[src/design/dcd_pkg.sv]
// Shared constants for the DRAM configuration and decode front end.
// Assumes a single 25 MHz clock domain and byte-wide port accesses.
package dcd_pkg;
  localparam logic [7:0] IDX_PORT      = 8'h22;
  localparam logic [7:0] DATA_PORT     = 8'h23;
  localparam logic [7:0] REG0_INDEX    = 8'h00;
  localparam logic [7:0] REG1_INDEX    = 8'h01;
  localparam logic [7:0] REG0_RESET    = 8'h00;
  localparam logic [7:0] REG1_RESET    = 8'h00;
  localparam logic [7:0] REG1_MASK     = 8'h0F;
  localparam logic [7:0] INDEX_RESET   = 8'h00;
  localparam int BIT_TYPE_1M   = 7;
  localparam int BIT_TO_DIS    = 6;
  localparam int BIT_BANK23    = 5;
  localparam int BIT_RELOC_LOW = 4;
  localparam int BIT_RDONLY    = 3;
  localparam int BIT_MAP_EN    = 2;
  localparam int BIT_BASE_640  = 1;
  localparam int BIT_ILEAVE    = 0;
  localparam int BIT_PRE_HI    = 3;
  localparam int BIT_ZWS_HI    = 2;
  localparam int BIT_PRE_LO    = 1;
  localparam int BIT_ZWS_LO    = 0;
  localparam logic [3:0] PRE_SLOW = 4'h6;
  localparam logic [3:0] PRE_FAST = 4'h4;
  localparam int CLOCK_MHZ     = 25;
  localparam int RAS_TIMEOUT_US = 10;
  localparam int RAS_TIMEOUT_CYC = RAS_TIMEOUT_US * CLOCK_MHZ;
  localparam logic [23:0] BASE_512   = 24'h080000;
  localparam logic [23:0] BASE_640   = 24'h0A0000;
  localparam logic [23:0] MEG_ONE    = 24'h100000;
  localparam logic [23:0] REMAP_TOP  = 24'hFE0000;
  localparam logic [23:0] BIOS_HI    = 24'hFE0000;
  localparam logic [23:0] BIOS_LO    = 24'h0E0000;
  localparam logic [23:0] BIOS_SIZE  = 24'h020000;
  localparam logic [23:0] SIZE_256K_1 = 24'h100000;
  localparam logic [23:0] SIZE_1M_1   = 24'h400000;
endpackage : dcd_pkg

[src/design/dcd_sync.sv]
// Three-stage input synchroniser with agreement filter.
// Assumes the input is asynchronous to i_clock.
`timescale 1ns/1ps
module dcd_sync #(
  parameter logic RESET_VALUE = 1'b1
) (
  input  wire logic i_clock,
  input  wire logic i_sys_rst,
  input  wire logic i_async,
  output logic      o_level
);
  typedef struct packed {
    logic s1;
    logic s2;
    logic s3;
    logic lvl;
  } dcd_sync_type;
  dcd_sync_type st;
  dcd_sync_type next_st;

  // The first stage feeds only the second; the filter looks at two and three.
  always_comb begin
    next_st     = st;
    next_st.s1  = i_async;
    next_st.s2  = st.s1;
    next_st.s3  = st.s2;
    if (st.s2 == st.s3) begin
      next_st.lvl = st.s3;
    end
  end

  // Registers take constants only under reset.
  always_ff @(posedge i_clock or posedge i_sys_rst) begin
    if (i_sys_rst) begin
      st <= {RESET_VALUE, RESET_VALUE, RESET_VALUE, RESET_VALUE};
    end else begin
      st <= next_st;
    end
  end

  assign o_level = st.lvl;
endmodule : dcd_sync

[src/design/dcd_top.sv]
// DRAM controller configuration registers, address decode and bank strobes.
// Assumes pin inputs are asynchronous; select, read, write, address strobe and cycle end pass through dcd_sync first.
`timescale 1ns/1ps
module dcd_top (
  input  wire logic        i_clock,
  input  wire logic        i_sys_rst,
  input  wire logic        i_port_pair_select_n,
  input  wire logic        i_io_read_n,
  input  wire logic        i_io_write_n,
  input  wire logic [1:0]  i_sys_addr_low,
  input  wire logic [7:0]  i_muxed_addr_data,
  input  wire logic        i_mode_paged,
  input  wire logic        i_addr_strobe_n,
  input  wire logic        i_write_cycle,
  input  wire logic        i_cycle_end,
  input  wire logic [23:2] i_local_addr,
  output logic             o_cfg_buffer_enable_n,
  output logic [7:0]       o_muxed_addr_data,
  output logic [7:0]       o_muxed_addr_data_oe,
  output logic             o_dram_addr_bit8,
  output logic             o_dram_addr_bit9,
  output logic [3:0]       o_bank_row_strobe_n,
  output logic [3:0]       o_bank_col_strobe_n,
  output logic             o_read_zero_wait,
  output logic             o_direct_mode
);
  typedef enum { S_IDLE, S_ROW, S_COL, S_PRE } dcd_state_type;

  typedef struct packed {
    logic [7:0]    index;
    logic [7:0]    reg0;
    logic [7:0]    reg1;
    logic          io_busy;
    logic [7:0]    rd_data;
    logic          rd_drive;
    logic          den_n;
    logic [23:2]   addr;
    logic          wr;
    dcd_state_type state;
    logic [3:0]    bank;
    logic [3:0]    ras_n;
    logic [3:0]    cas_n;
    logic [8:0]    ras_cnt;
    logic [3:0]    pre_cnt;
    logic [9:0]    ma;
    logic          zws;
  } dcd_top_type;

  dcd_top_type st;
  dcd_top_type next_st;

  logic cs_n;
  logic rd_n;
  logic wr_n;
  logic ads_n;
  logic cyc_end;

  // Select, read, write, address strobe and cycle end each go through a three-stage filter.
  dcd_sync #(.RESET_VALUE(1'b1)) u_cs (.i_clock(i_clock),
    .i_sys_rst(i_sys_rst), .i_async(i_port_pair_select_n), .o_level(cs_n));
  dcd_sync #(.RESET_VALUE(1'b1)) u_rd (.i_clock(i_clock),
    .i_sys_rst(i_sys_rst), .i_async(i_io_read_n), .o_level(rd_n));
  dcd_sync #(.RESET_VALUE(1'b1)) u_wr (.i_clock(i_clock),
    .i_sys_rst(i_sys_rst), .i_async(i_io_write_n), .o_level(wr_n));
  dcd_sync #(.RESET_VALUE(1'b1)) u_ads (.i_clock(i_clock),
    .i_sys_rst(i_sys_rst), .i_async(i_addr_strobe_n), .o_level(ads_n));
  dcd_sync #(.RESET_VALUE(1'b0)) u_end (.i_clock(i_clock),
    .i_sys_rst(i_sys_rst), .i_async(i_cycle_end), .o_level(cyc_end));

  logic        cfg_cycle;
  logic        cfg_start;
  logic        is_data;
  logic        hit_dram;
  logic        hit_bios;
  logic [23:0] full_addr;
  logic [23:0] top_size;
  logic [23:0] base_top;
  logic [3:0]  bank_sel;
  logic [3:0]  bank_allow;
  logic [3:0]  pre_len;

  // A config cycle needs chip select and one command at once.
  assign cfg_cycle = !cs_n && (!rd_n || !wr_n);
  localparam logic [1:0] DATA_PORT_LOW = dcd_pkg::DATA_PORT[1:0];
  assign cfg_start = cfg_cycle && !st.io_busy;
  assign is_data   = (i_sys_addr_low == DATA_PORT_LOW);

  // Address decode follows the live register settings.
  always_comb begin
    full_addr = {st.addr, 2'b00};
    base_top  = st.reg0[dcd_pkg::BIT_BASE_640] ? dcd_pkg::BASE_640
                                               : dcd_pkg::BASE_512;
    top_size  = st.reg0[dcd_pkg::BIT_TYPE_1M] ? dcd_pkg::SIZE_1M_1
                                              : dcd_pkg::SIZE_256K_1;
    hit_bios  = st.reg0[dcd_pkg::BIT_RELOC_LOW] ?
      (full_addr >= dcd_pkg::BIOS_LO &&
       full_addr < dcd_pkg::BIOS_LO + dcd_pkg::BIOS_SIZE) :
      (full_addr >= dcd_pkg::BIOS_HI);
    hit_dram  = (full_addr < base_top) ||
      (full_addr >= dcd_pkg::MEG_ONE && full_addr < top_size) ||
      (st.reg0[dcd_pkg::BIT_MAP_EN] && hit_bios) ||
      (st.reg0[dcd_pkg::BIT_MAP_EN] &&
       full_addr >= dcd_pkg::REMAP_TOP - (dcd_pkg::MEG_ONE - base_top) &&
       full_addr < dcd_pkg::REMAP_TOP);
    if (st.wr && hit_bios && st.reg0[dcd_pkg::BIT_RDONLY]) begin
      hit_dram = 1'b0;
    end
  end

  // Bank choice: page bit picks even or odd bank when interleaved.
  always_comb begin
    bank_allow = st.reg0[dcd_pkg::BIT_BANK23] ? 4'hF : 4'h3;
    bank_sel   = 4'h1;
    if (st.reg0[dcd_pkg::BIT_ILEAVE]) begin
      if (st.reg0[dcd_pkg::BIT_BANK23]) begin
        bank_sel = 4'h1 << {st.addr[13], st.addr[12]};
      end else begin
        bank_sel = st.addr[12] ? 4'h2 : 4'h1;
      end
    end
    bank_sel = bank_sel & bank_allow;
    pre_len  = (bank_sel[3:2] != 2'b00) ?
      (st.reg1[dcd_pkg::BIT_PRE_HI] ? dcd_pkg::PRE_FAST : dcd_pkg::PRE_SLOW) :
      (st.reg1[dcd_pkg::BIT_PRE_LO] ? dcd_pkg::PRE_FAST
                                    : dcd_pkg::PRE_SLOW);
  end

  // Next-state logic for the port pair and the strobe sequencer.
  always_comb begin
    next_st         = st;
    next_st.io_busy = cfg_cycle;
    next_st.den_n   = !cfg_cycle;
    next_st.rd_drive = cfg_cycle && !rd_n && is_data;
    // Write data is taken only once the pins are released to the host.
    // On the first cycle the pins still drive the DRAM address.
    if (cfg_cycle && st.io_busy && !wr_n) begin
      if (!is_data) begin
        next_st.index = i_muxed_addr_data;
      end else if (st.index == dcd_pkg::REG0_INDEX) begin
        next_st.reg0 = i_muxed_addr_data;
      end else if (st.index == dcd_pkg::REG1_INDEX) begin
        next_st.reg1 = i_muxed_addr_data & dcd_pkg::REG1_MASK;
      end
      // Other indices fall through untouched.
    end
    if (cfg_start && !rd_n) begin
      next_st.rd_data = (st.index == dcd_pkg::REG0_INDEX) ? st.reg0 :
                        (st.index == dcd_pkg::REG1_INDEX) ? st.reg1 : 8'h00;
    end
    next_st.zws = (bank_sel[3:2] != 2'b00) ? st.reg1[dcd_pkg::BIT_ZWS_HI]
                                           : st.reg1[dcd_pkg::BIT_ZWS_LO];
    case (st.state)
      S_IDLE: begin
        next_st.ras_n = 4'hF;
        next_st.cas_n = 4'hF;
        if (!ads_n) begin
          next_st.addr  = i_local_addr;
          next_st.wr    = i_write_cycle;
          next_st.state = S_ROW;
        end
      end
      S_ROW: begin
        if (hit_dram && bank_sel != 4'h0) begin
          next_st.bank    = bank_sel;
          next_st.ras_n   = ~bank_sel;
          next_st.ras_cnt = 9'h000;
          next_st.ma      = st.addr[21:12];
          next_st.state   = S_COL;
        end else begin
          next_st.state = cyc_end ? S_IDLE : S_ROW;
        end
      end
      S_COL: begin
        next_st.cas_n   = ~st.bank;
        next_st.ma      = {1'b0, st.addr[10:2]};
        next_st.ras_cnt = st.ras_cnt + 9'h001;
        if (cyc_end || (!st.reg0[dcd_pkg::BIT_TO_DIS] &&
            st.ras_cnt == 9'(dcd_pkg::RAS_TIMEOUT_CYC - 1))) begin
          next_st.ras_n   = 4'hF;
          next_st.cas_n   = 4'hF;
          next_st.pre_cnt = pre_len;
          next_st.state   = S_PRE;
        end
      end
      S_PRE: begin
        next_st.pre_cnt = st.pre_cnt - 4'h1;
        if (st.pre_cnt <= 4'h1 && !cyc_end) begin
          next_st.state = S_IDLE;
        end
      end
      default: begin
        next_st.state = S_IDLE;
      end
    endcase
  end

  // State register; reset restores defaults and clears the index.
  always_ff @(posedge i_clock or posedge i_sys_rst) begin
    if (i_sys_rst) begin
      st       <= '0;
      st.index <= dcd_pkg::INDEX_RESET;
      st.reg0  <= dcd_pkg::REG0_RESET;
      st.reg1  <= dcd_pkg::REG1_RESET;
      st.den_n <= 1'b1;
      st.ras_n <= 4'hF;
      st.cas_n <= 4'hF;
      st.state <= S_IDLE;
    end else begin
      st <= next_st;
    end
  end

  // Pins carry read data during data-port config reads, are released in other busy config cycles, and carry DRAM address otherwise.
  assign o_muxed_addr_data    = st.rd_drive ? st.rd_data : st.ma[7:0];
  assign o_muxed_addr_data_oe = (st.rd_drive || st.io_busy == 1'b0) ?
                                8'hFF : 8'h00;
  assign o_dram_addr_bit8      = st.ma[8];
  assign o_dram_addr_bit9      = st.ma[9];
  assign o_cfg_buffer_enable_n = st.den_n;
  assign o_bank_row_strobe_n   = st.ras_n;
  assign o_bank_col_strobe_n   = st.cas_n;
  assign o_read_zero_wait      = st.zws;
  assign o_direct_mode         = !i_mode_paged;
endmodule : dcd_top

[config.mk]
export PLATFORM = sky130hd
export DESIGN_NAME = dcd_top
export DESIGN_NICKNAME = d
export VERILOG_FILES = /design/src/design/dcd_pkg.sv /design/src/design/dcd_sync.sv /design/src/design/dcd_top.sv
export SDC_FILE = /design/constraint.sdc
export NUM_CORES = 1
export LEC_CHECK = 0
export BUFFER_PORTS_ARGS = -buffer_cell sky130_fd_sc_hd__buf_2
export CORE_ASPECT_RATIO = 1.1
export CORE_MARGIN = 10
export CORE_UTILIZATION = 45
export CTS_BUF_LIST = sky130_fd_sc_hd__clkbuf_2 sky130_fd_sc_hd__clkbuf_4 sky130_fd_sc_hd__clkbuf_8
export DETAILED_ROUTE_END_ITERATION = 8
export GPL_TIMING_DRIVEN = 1
export HOLD_SLACK_MARGIN = 0.05
export PLACE_DENSITY_LB_ADDON = 0.25
export REMOVE_ABC_BUFFERS = 1
export SYNTH_ARGS = -nofsm -noshare
export SYNTH_HDL_FRONTEND = slang
export SYNTH_HIERARCHICAL = 1
export SYNTH_SLANG_ARGS = --single-unit
[constraint.sdc]
create_clock -name i_clock -period 2.9 [get_ports i_clock]
set_clock_uncertainty 0.15 [all_clocks]
set_input_delay 0.145 -clock i_clock [delete_from_list [all_inputs] [get_ports i_clock]]
set_output_delay 0.145 -clock i_clock [all_outputs]
set_load 0.02 [all_outputs]
* Word-level counts from Yosys, hierarchy flattened
Index checks and enable logic that the tools add are counted.
** Word-level totals
- Bits in registers :: 142
- Bits of input ports :: 41
- Output and inout bits :: 29
- Logic and storage cells :: 153
** Cells by class
- Add/subtract/negate cells :: 4
- Magnitude comparators :: 9
- Eq/ne operators :: 15
- Shift-type cells :: 1
- Multiplexer cells :: 32
- Bitwise gates (word level) :: 7
- Reduce and logical (&&, ||, !) cells :: 48
** Operators with widths (number)
- 32-bit case mux with 4 select lines :: 1
- 32-bit two-way mux :: 3
- 32-bit by 2-bit equality test with 1-bit output (second input constant) :: 2
- 32-bit by 1-bit equality test with 1-bit output (second input constant) :: 1
- 32-bit logical NOT :: 1
- 8-bit two-way mux :: 4
- 24-bit by 20-bit >= comparator with 1-bit output (second input constant) :: 1
- 24-bit by 21-bit >= comparator with 1-bit output (second input constant) :: 1
- 24-bit >= comparator :: 1
- 24-bit >= comparator (second input constant) :: 1
- 24-bit by 20-bit < comparator with 1-bit output :: 1
- 24-bit by 21-bit < comparator with 1-bit output (second input constant) :: 1
- 24-bit by 23-bit < comparator with 1-bit output :: 1
- 24-bit < comparator (second input constant) :: 1
- 4-bit two-way mux :: 6
- 23-bit two-way mux :: 1
- 18-bit by 22-bit subtractor with 23-bit output (first input constant) :: 1
- 21-bit by 20-bit subtractor with 22-bit output (first input constant) :: 1
- 10-bit case mux with 2 select lines :: 1
- 18-bit two-way mux :: 1
- 9-bit case mux with 2 select lines :: 1
- 1-bit logical AND :: 17
- 4-bit case mux with 2 select lines :: 2
- 4-bit case mux with 3 select lines :: 1
- other kinds (25) :: 64

* Depth between registers and ports, before layout
- Depth after elaboration :: 11
- Mapped depth :: 11
- Gate-level depth less buffers :: 9

* By module
The synthesis kept the hierarchy.
** Modules (own cells, without submodules)
- dcd_top :: instances 1, cells each 408, area an instance 4478.0 um^2, sequential area each 2313.5 um^2
- dcd_sync at u_ads ... :: instances 4, cells each 6, area an instance 120.1 um^2, sequential area each 105.1 um^2
- dcd_sync at u_end :: instances 1, cells each 6, area an instance 115.1 um^2, sequential area each 100.1 um^2

* Worst setup path before layout
OpenSTA, ideal clock, no wires.
- Path kind :: register to register
- From :: register st[123] (netlist bit)
- To :: register st[110] (netlist bit)
- Library setup time :: 0.125 ns
- Data arrival time :: 1.982 ns
- Required time :: 2.625 ns
- Path slack :: 0.643 ns
- Stages on the path, launching flop included :: 7
- Path buffers :: 1
- Clock period less this slack :: 2.257 ns
- Cells stage by stage :: dfrtp_1 -> or4_1 -> nor4_1 -> nor2b_1 -> buf_2 -> nand4_1 -> mux2_2
** Between the ends
- Longest elaborated chain between the ends :: 2
** RTL lines
- start, declared :: RTL line dcd_top.sv:49 : dcd_top_type st;
- start signal, assigned :: RTL line dcd_top.sv:209 : st <= next_st;
- 8-bit logical NOT :: RTL line dcd_top.sv:139 : end else if (st.index == dcd_pkg::REG0_INDEX) begin
- 3-bit AND reduction (no line)
Every way passes these cells.
A chain may end at the register's enable or synchronous reset.

* Final worst setup path
- From :: register st, in the netlist full_addr[13]
- To :: register st[23] (netlist bit)
** Between the ends
- Longest elaborated chain between the ends :: 10
- Elaborated cells between the ends (all ways) :: 28
- Those cells by class :: 8 x order compare; 1 x eq/ne; 1 x shift; 4 x mux; 1 x bitwise; 13 x reduce/logical
** RTL lines
- 24-bit by 20-bit >= comparator with 1-bit output / 24-bit by 21-bit < comparator with 1-bit output (equally long branches) :: RTL line dcd_top.sv:96, dcd_top.sv:97
- 1-bit logical AND :: RTL line dcd_top.sv:96 : (full_addr >= dcd_pkg::BIOS_LO &&
- 1-bit two-way mux :: RTL line dcd_top.sv:95 : hit_bios = st.reg0[dcd_pkg::BIT_RELOC_LOW] ?
- 1-bit logical AND :: RTL line dcd_top.sv:101 : (st.reg0[dcd_pkg::BIT_MAP_EN] && hit_bios) ||
- 1-bit logical OR :: RTL line dcd_top.sv:100 : (full_addr >= dcd_pkg::MEG_ONE && full_addr < top_size) ||
- 1-bit logical OR :: RTL line dcd_top.sv:101
- 1-bit two-way mux :: RTL line dcd_top.sv:105 : if (st.wr && hit_bios && st.reg0[dcd_pkg::BIT_RDONLY]) begin
- 1-bit logical AND (*) :: RTL line dcd_top.sv:163 : if (hit_dram && bank_sel != 4'h0) begin
- 2-bit != test (no line) (*)
- 2-bit AND reduction (no line) (*)
Mark *: on every way between the ends. The rest lies on a longest branch, timed or not.

==> flow_summary.toml <==
[pwr]
power_frac_seq_pct = 47.9
p_leak_nw = 2.73
p_sw_mw = 1.78
cellPowerDensity_nw_per_um2 = 811
power.internal_mw = 3.17
ir_drop_v = 0.000507
pwr-share-comb_pct = 33.2
p_clk_share_pct = 18.9
p_sw_share_pct = 35.9

[route]
ant_nets = 0
wl_per_cell_um = 16.2
vias = 3580
drc_errors = 0
drt-vias-per-instance = 5.22
first_pass_iters = 4
drt_iter0_markers = 174
drt_wl_total_um = 11100

[floorplanning]
row_count = 40
initial_core_util_pct = 46.3
die_w_um = 121
num_io_pins = 70
die_h_um = 131
die-area_um2 = 15900
core_um2 = 11000

[setup_path]
cpMaxStageDelayCell = "or4_1"
arrival_ns = 2.76
path_class = "reg2reg"
cpMostUsedCell = "or4_1"
cp.required_ns = 3.07
cp_max_fo = 14
endpoint_kind = "register"
cp-start-kind = "register"
crit_path_cell_trace = "or4_1, nor3_1, a31oi_1, o211ai_2, a21oi_4, or4_1, a21oi_1"
cpPeakStageDelay_ns = 0.52

[final_layout]
layout.nets = 588
area_growth_syn_to_layout_pct = 20.0
drive_above_1_share_pct = 33.4
diodes = 0

[logic_synthesis]
synth_edf_count = 0
async_reset_ff_share_pct = 100
postSynthAreaPerCell_um2 = 11.6
ys_warn_count = 6
ys.flop_type = "dfrtp_1"
syn_area_um2 = 5070
synthCells = 438
ys_ff_latch = 112
ys_seq_area_share_pct = 55.9
synth_cell_type_count = 43

[global_routing]
grt_usage_pct = 14.5
grt_pass1_wl_um = 18600
grt_overflow = 0
antenna_found_initial = 0
grt_pass1_vias = 3735
grt_max_degree = 44

[timing]
worstMarginPinSlew_ns = 0.862
worst_slack_ns = 0.307
fin_crit_ns = 2.59
finalCritPeriodShare_pct = 89.4
timing.fmax_ghz = 0.386
max-slew-margin-rel_pct = 42.1
slew_violations = 0
finalHoldViolations = 0
fin_setup_tns_ns = 0
setup_viol = 0
rsz0062_at_grt = "no"

[placed_design]
pre_cts_ws_ns = 0.229
io_buffers = 69
hpwlAfterDp_um = 8230
gp_congestion = 0.820

[flow_run]
cap_violations = 0

[cts]
clock_latency_ns = 0.39
cts.clk_slew.worst_paths_ns = 0.10
clock_path_buffers = 2
cts_buffers = 9
htree_levels = 3
cts_sinks = 112
clock-root-buffer = "clkbuf_8"
cts_tree = "built"
post_cts_buffers = 0

[status]
status = "finished, final reports clean"

[worst_hold_path]
min_path_type = "in2async"
## per-layer routing
layer	track usage, %	wire [um]	vias to the layer above
met3	3.51	399	12
met4	4.44	138	0
met2	24.4	5750	58
met1	17.9	4860	1768
met5	0	0	-
li1	-	-	1742
## cells by family (layout without fill, tap and decap cells)
| group | after synthesis | in the layout | share of synthesized area, % |
|---|---|---|---|
| adder cells (fa/ha/maj) | 18 | 18 | 4.32 |
| buffers and inverters | 48 | 149 | 4.83 |
| AO/OA/AOI/OAI | 81 | 81 | 9.84 |
| flip-flops | 112 | 112 | 55.9 |
| XOR/XNOR | 1 | 1 | 0.173 |
| multiplexers | 63 | 63 | 13.7 |
| AND/OR/NAND/NOR | 115 | 115 | 11.3 |
## state kept, by name, summed over array words and instances, names as in the netlist, 2 cells and up
signal               cells
st                      58
full_addr               22
o_bank_col_strobe_n      4
o_bank_row_strobe_n      4
u_ads/next_st            2
u_cs/next_st             2
u_end/next_st            2
u_rd/next_st             2
u_wr/next_st             2
## critical path: cells and delay by family, from the launching register on
| family | cells | cell delay, ns |
|---|---|---|
| AO/OA/AOI/OAI | 4 | 0.73 |
| flip-flops | 1 | 0.44 |
| AND/OR/NAND/NOR | 3 | 1.21 |
## power by group through the flow
| stage | Combinational, mW | Sequential, mW | Clock, mW |
|---|---|---|---|
| global route | 1.84 | 2.43 | 1.03 |
| global placement | 1.55 | 2.38 | 0 |
| CTS | 1.64 | 2.37 | 0.961 |
| floorplan | 1.14 | 2.32 | 0 |
| finish | 1.64 | 2.37 | 0.935 |
| detailed placement | 1.60 | 2.40 | 0 |
## final cells by class
cell class / instances / area [um^2]
Inverter: 18 / 68.8
Timing Repair Buffer: 115 / 801
Fill cell: 957 / 4870
Multi-Input combinational cell: 278 / 2010
Tap cell: 147 / 184
Sequential cell: 112 / 2830
Clock buffer: 9 / 124
Clock inverter: 7 / 68.8
## final timing paths
path | start | end | slack [ns] | cells past startpoint
worst max register to register | full_addr[13] | st[23] | 0.31 | 7
worst min-delay path | i_sys_rst | u_end/next_st[2] | 0.09 | 3
min in group i_clock | u_end/next_st[2] | u_end/next_st[1] | 0.21 | 0
worst max-delay path | full_addr[13] | st[23] | 0.31 | 7
worst min register to register | u_end/next_st[2] | u_end/next_st[1] | 0.21 | 0
max in group asynchronous | i_sys_rst | st[110] | 1.73 | 4
## cells in the mapped netlist, drive strengths merged, types with 6 or more instances
| master | instances | share of area (%) |
|---|---|---|
| nor2 | 16 | 1.2 |
| a31oi | 6 | 0.74 |
| nand3 | 15 | 1.5 |
| dfrtp | 87 | 43 |
| nand4 | 6 | 0.74 |
| nor3 | 9 | 0.89 |
| nand2 | 38 | 2.8 |
| ha | 13 | 3.2 |
| buf | 20 | 2.8 |
| dfstp | 25 | 13 |
| mux2i | 11 | 2.2 |
| o21ai | 29 | 2.9 |
| clkbuf | 10 | 0.74 |
| a21oi | 20 | 2.0 |
| inv | 18 | 1.3 |
| o31ai | 6 | 0.89 |
| mux2 | 52 | 12 |
## metrics by stage
stage | power [mW] | instances | utilization (%) | hold WS [ns] | cell area, um^2
after detailed placement | 4.00 | 631 | 50.1 | -0.0445 | 5490
after floorplan | 3.46 | 408 | - | -0.239 | 4900
after global placement | 3.93 | 631 | 50.1 | -0.0548 | 5490
after CTS | 4.97 | 686 | 55.4 | 0.0760 | 6080
final | 4.94 | 686 | 55.6 | 0.0922 | 6090
after global routing | 5.30 | 686 | 55.6 | 0.107 | 6090
## what timing repair did
action | 4_1_cts | 5_1_grt
endpoints found under the hold margin | 94 | 0
setup endpoints to repair | 0 | 14
hold buffers | 39 | 0
gates resized for setup | 0 | 4
## cells in the final DEF (no fill, tap or decap), drive strengths merged, types with 2 or more instances in the layout
master / count
nand4: 6
ha: 13
dfrtp: 87
or4: 4
dfstp: 25
nand2b: 4
or3: 5
dlygate4sd3: 39
maj3: 5
and2: 4
a21o: 4
o21a: 2
clkinv: 3
o21ai: 29
o41ai: 2
nand3: 15
nor2b: 4
o31ai: 6
a31oi: 6
nand2: 38
a221oi: 4
clkbuf: 9
nor3: 9
a22o: 2
mux2: 52
nor2: 16
buf: 76
a21oi: 20
nor4: 2
inv: 20
mux2i: 11
nand3b: 2
and3: 2
o22ai: 2
Note: power is estimated with default switching activity, not from simulation.
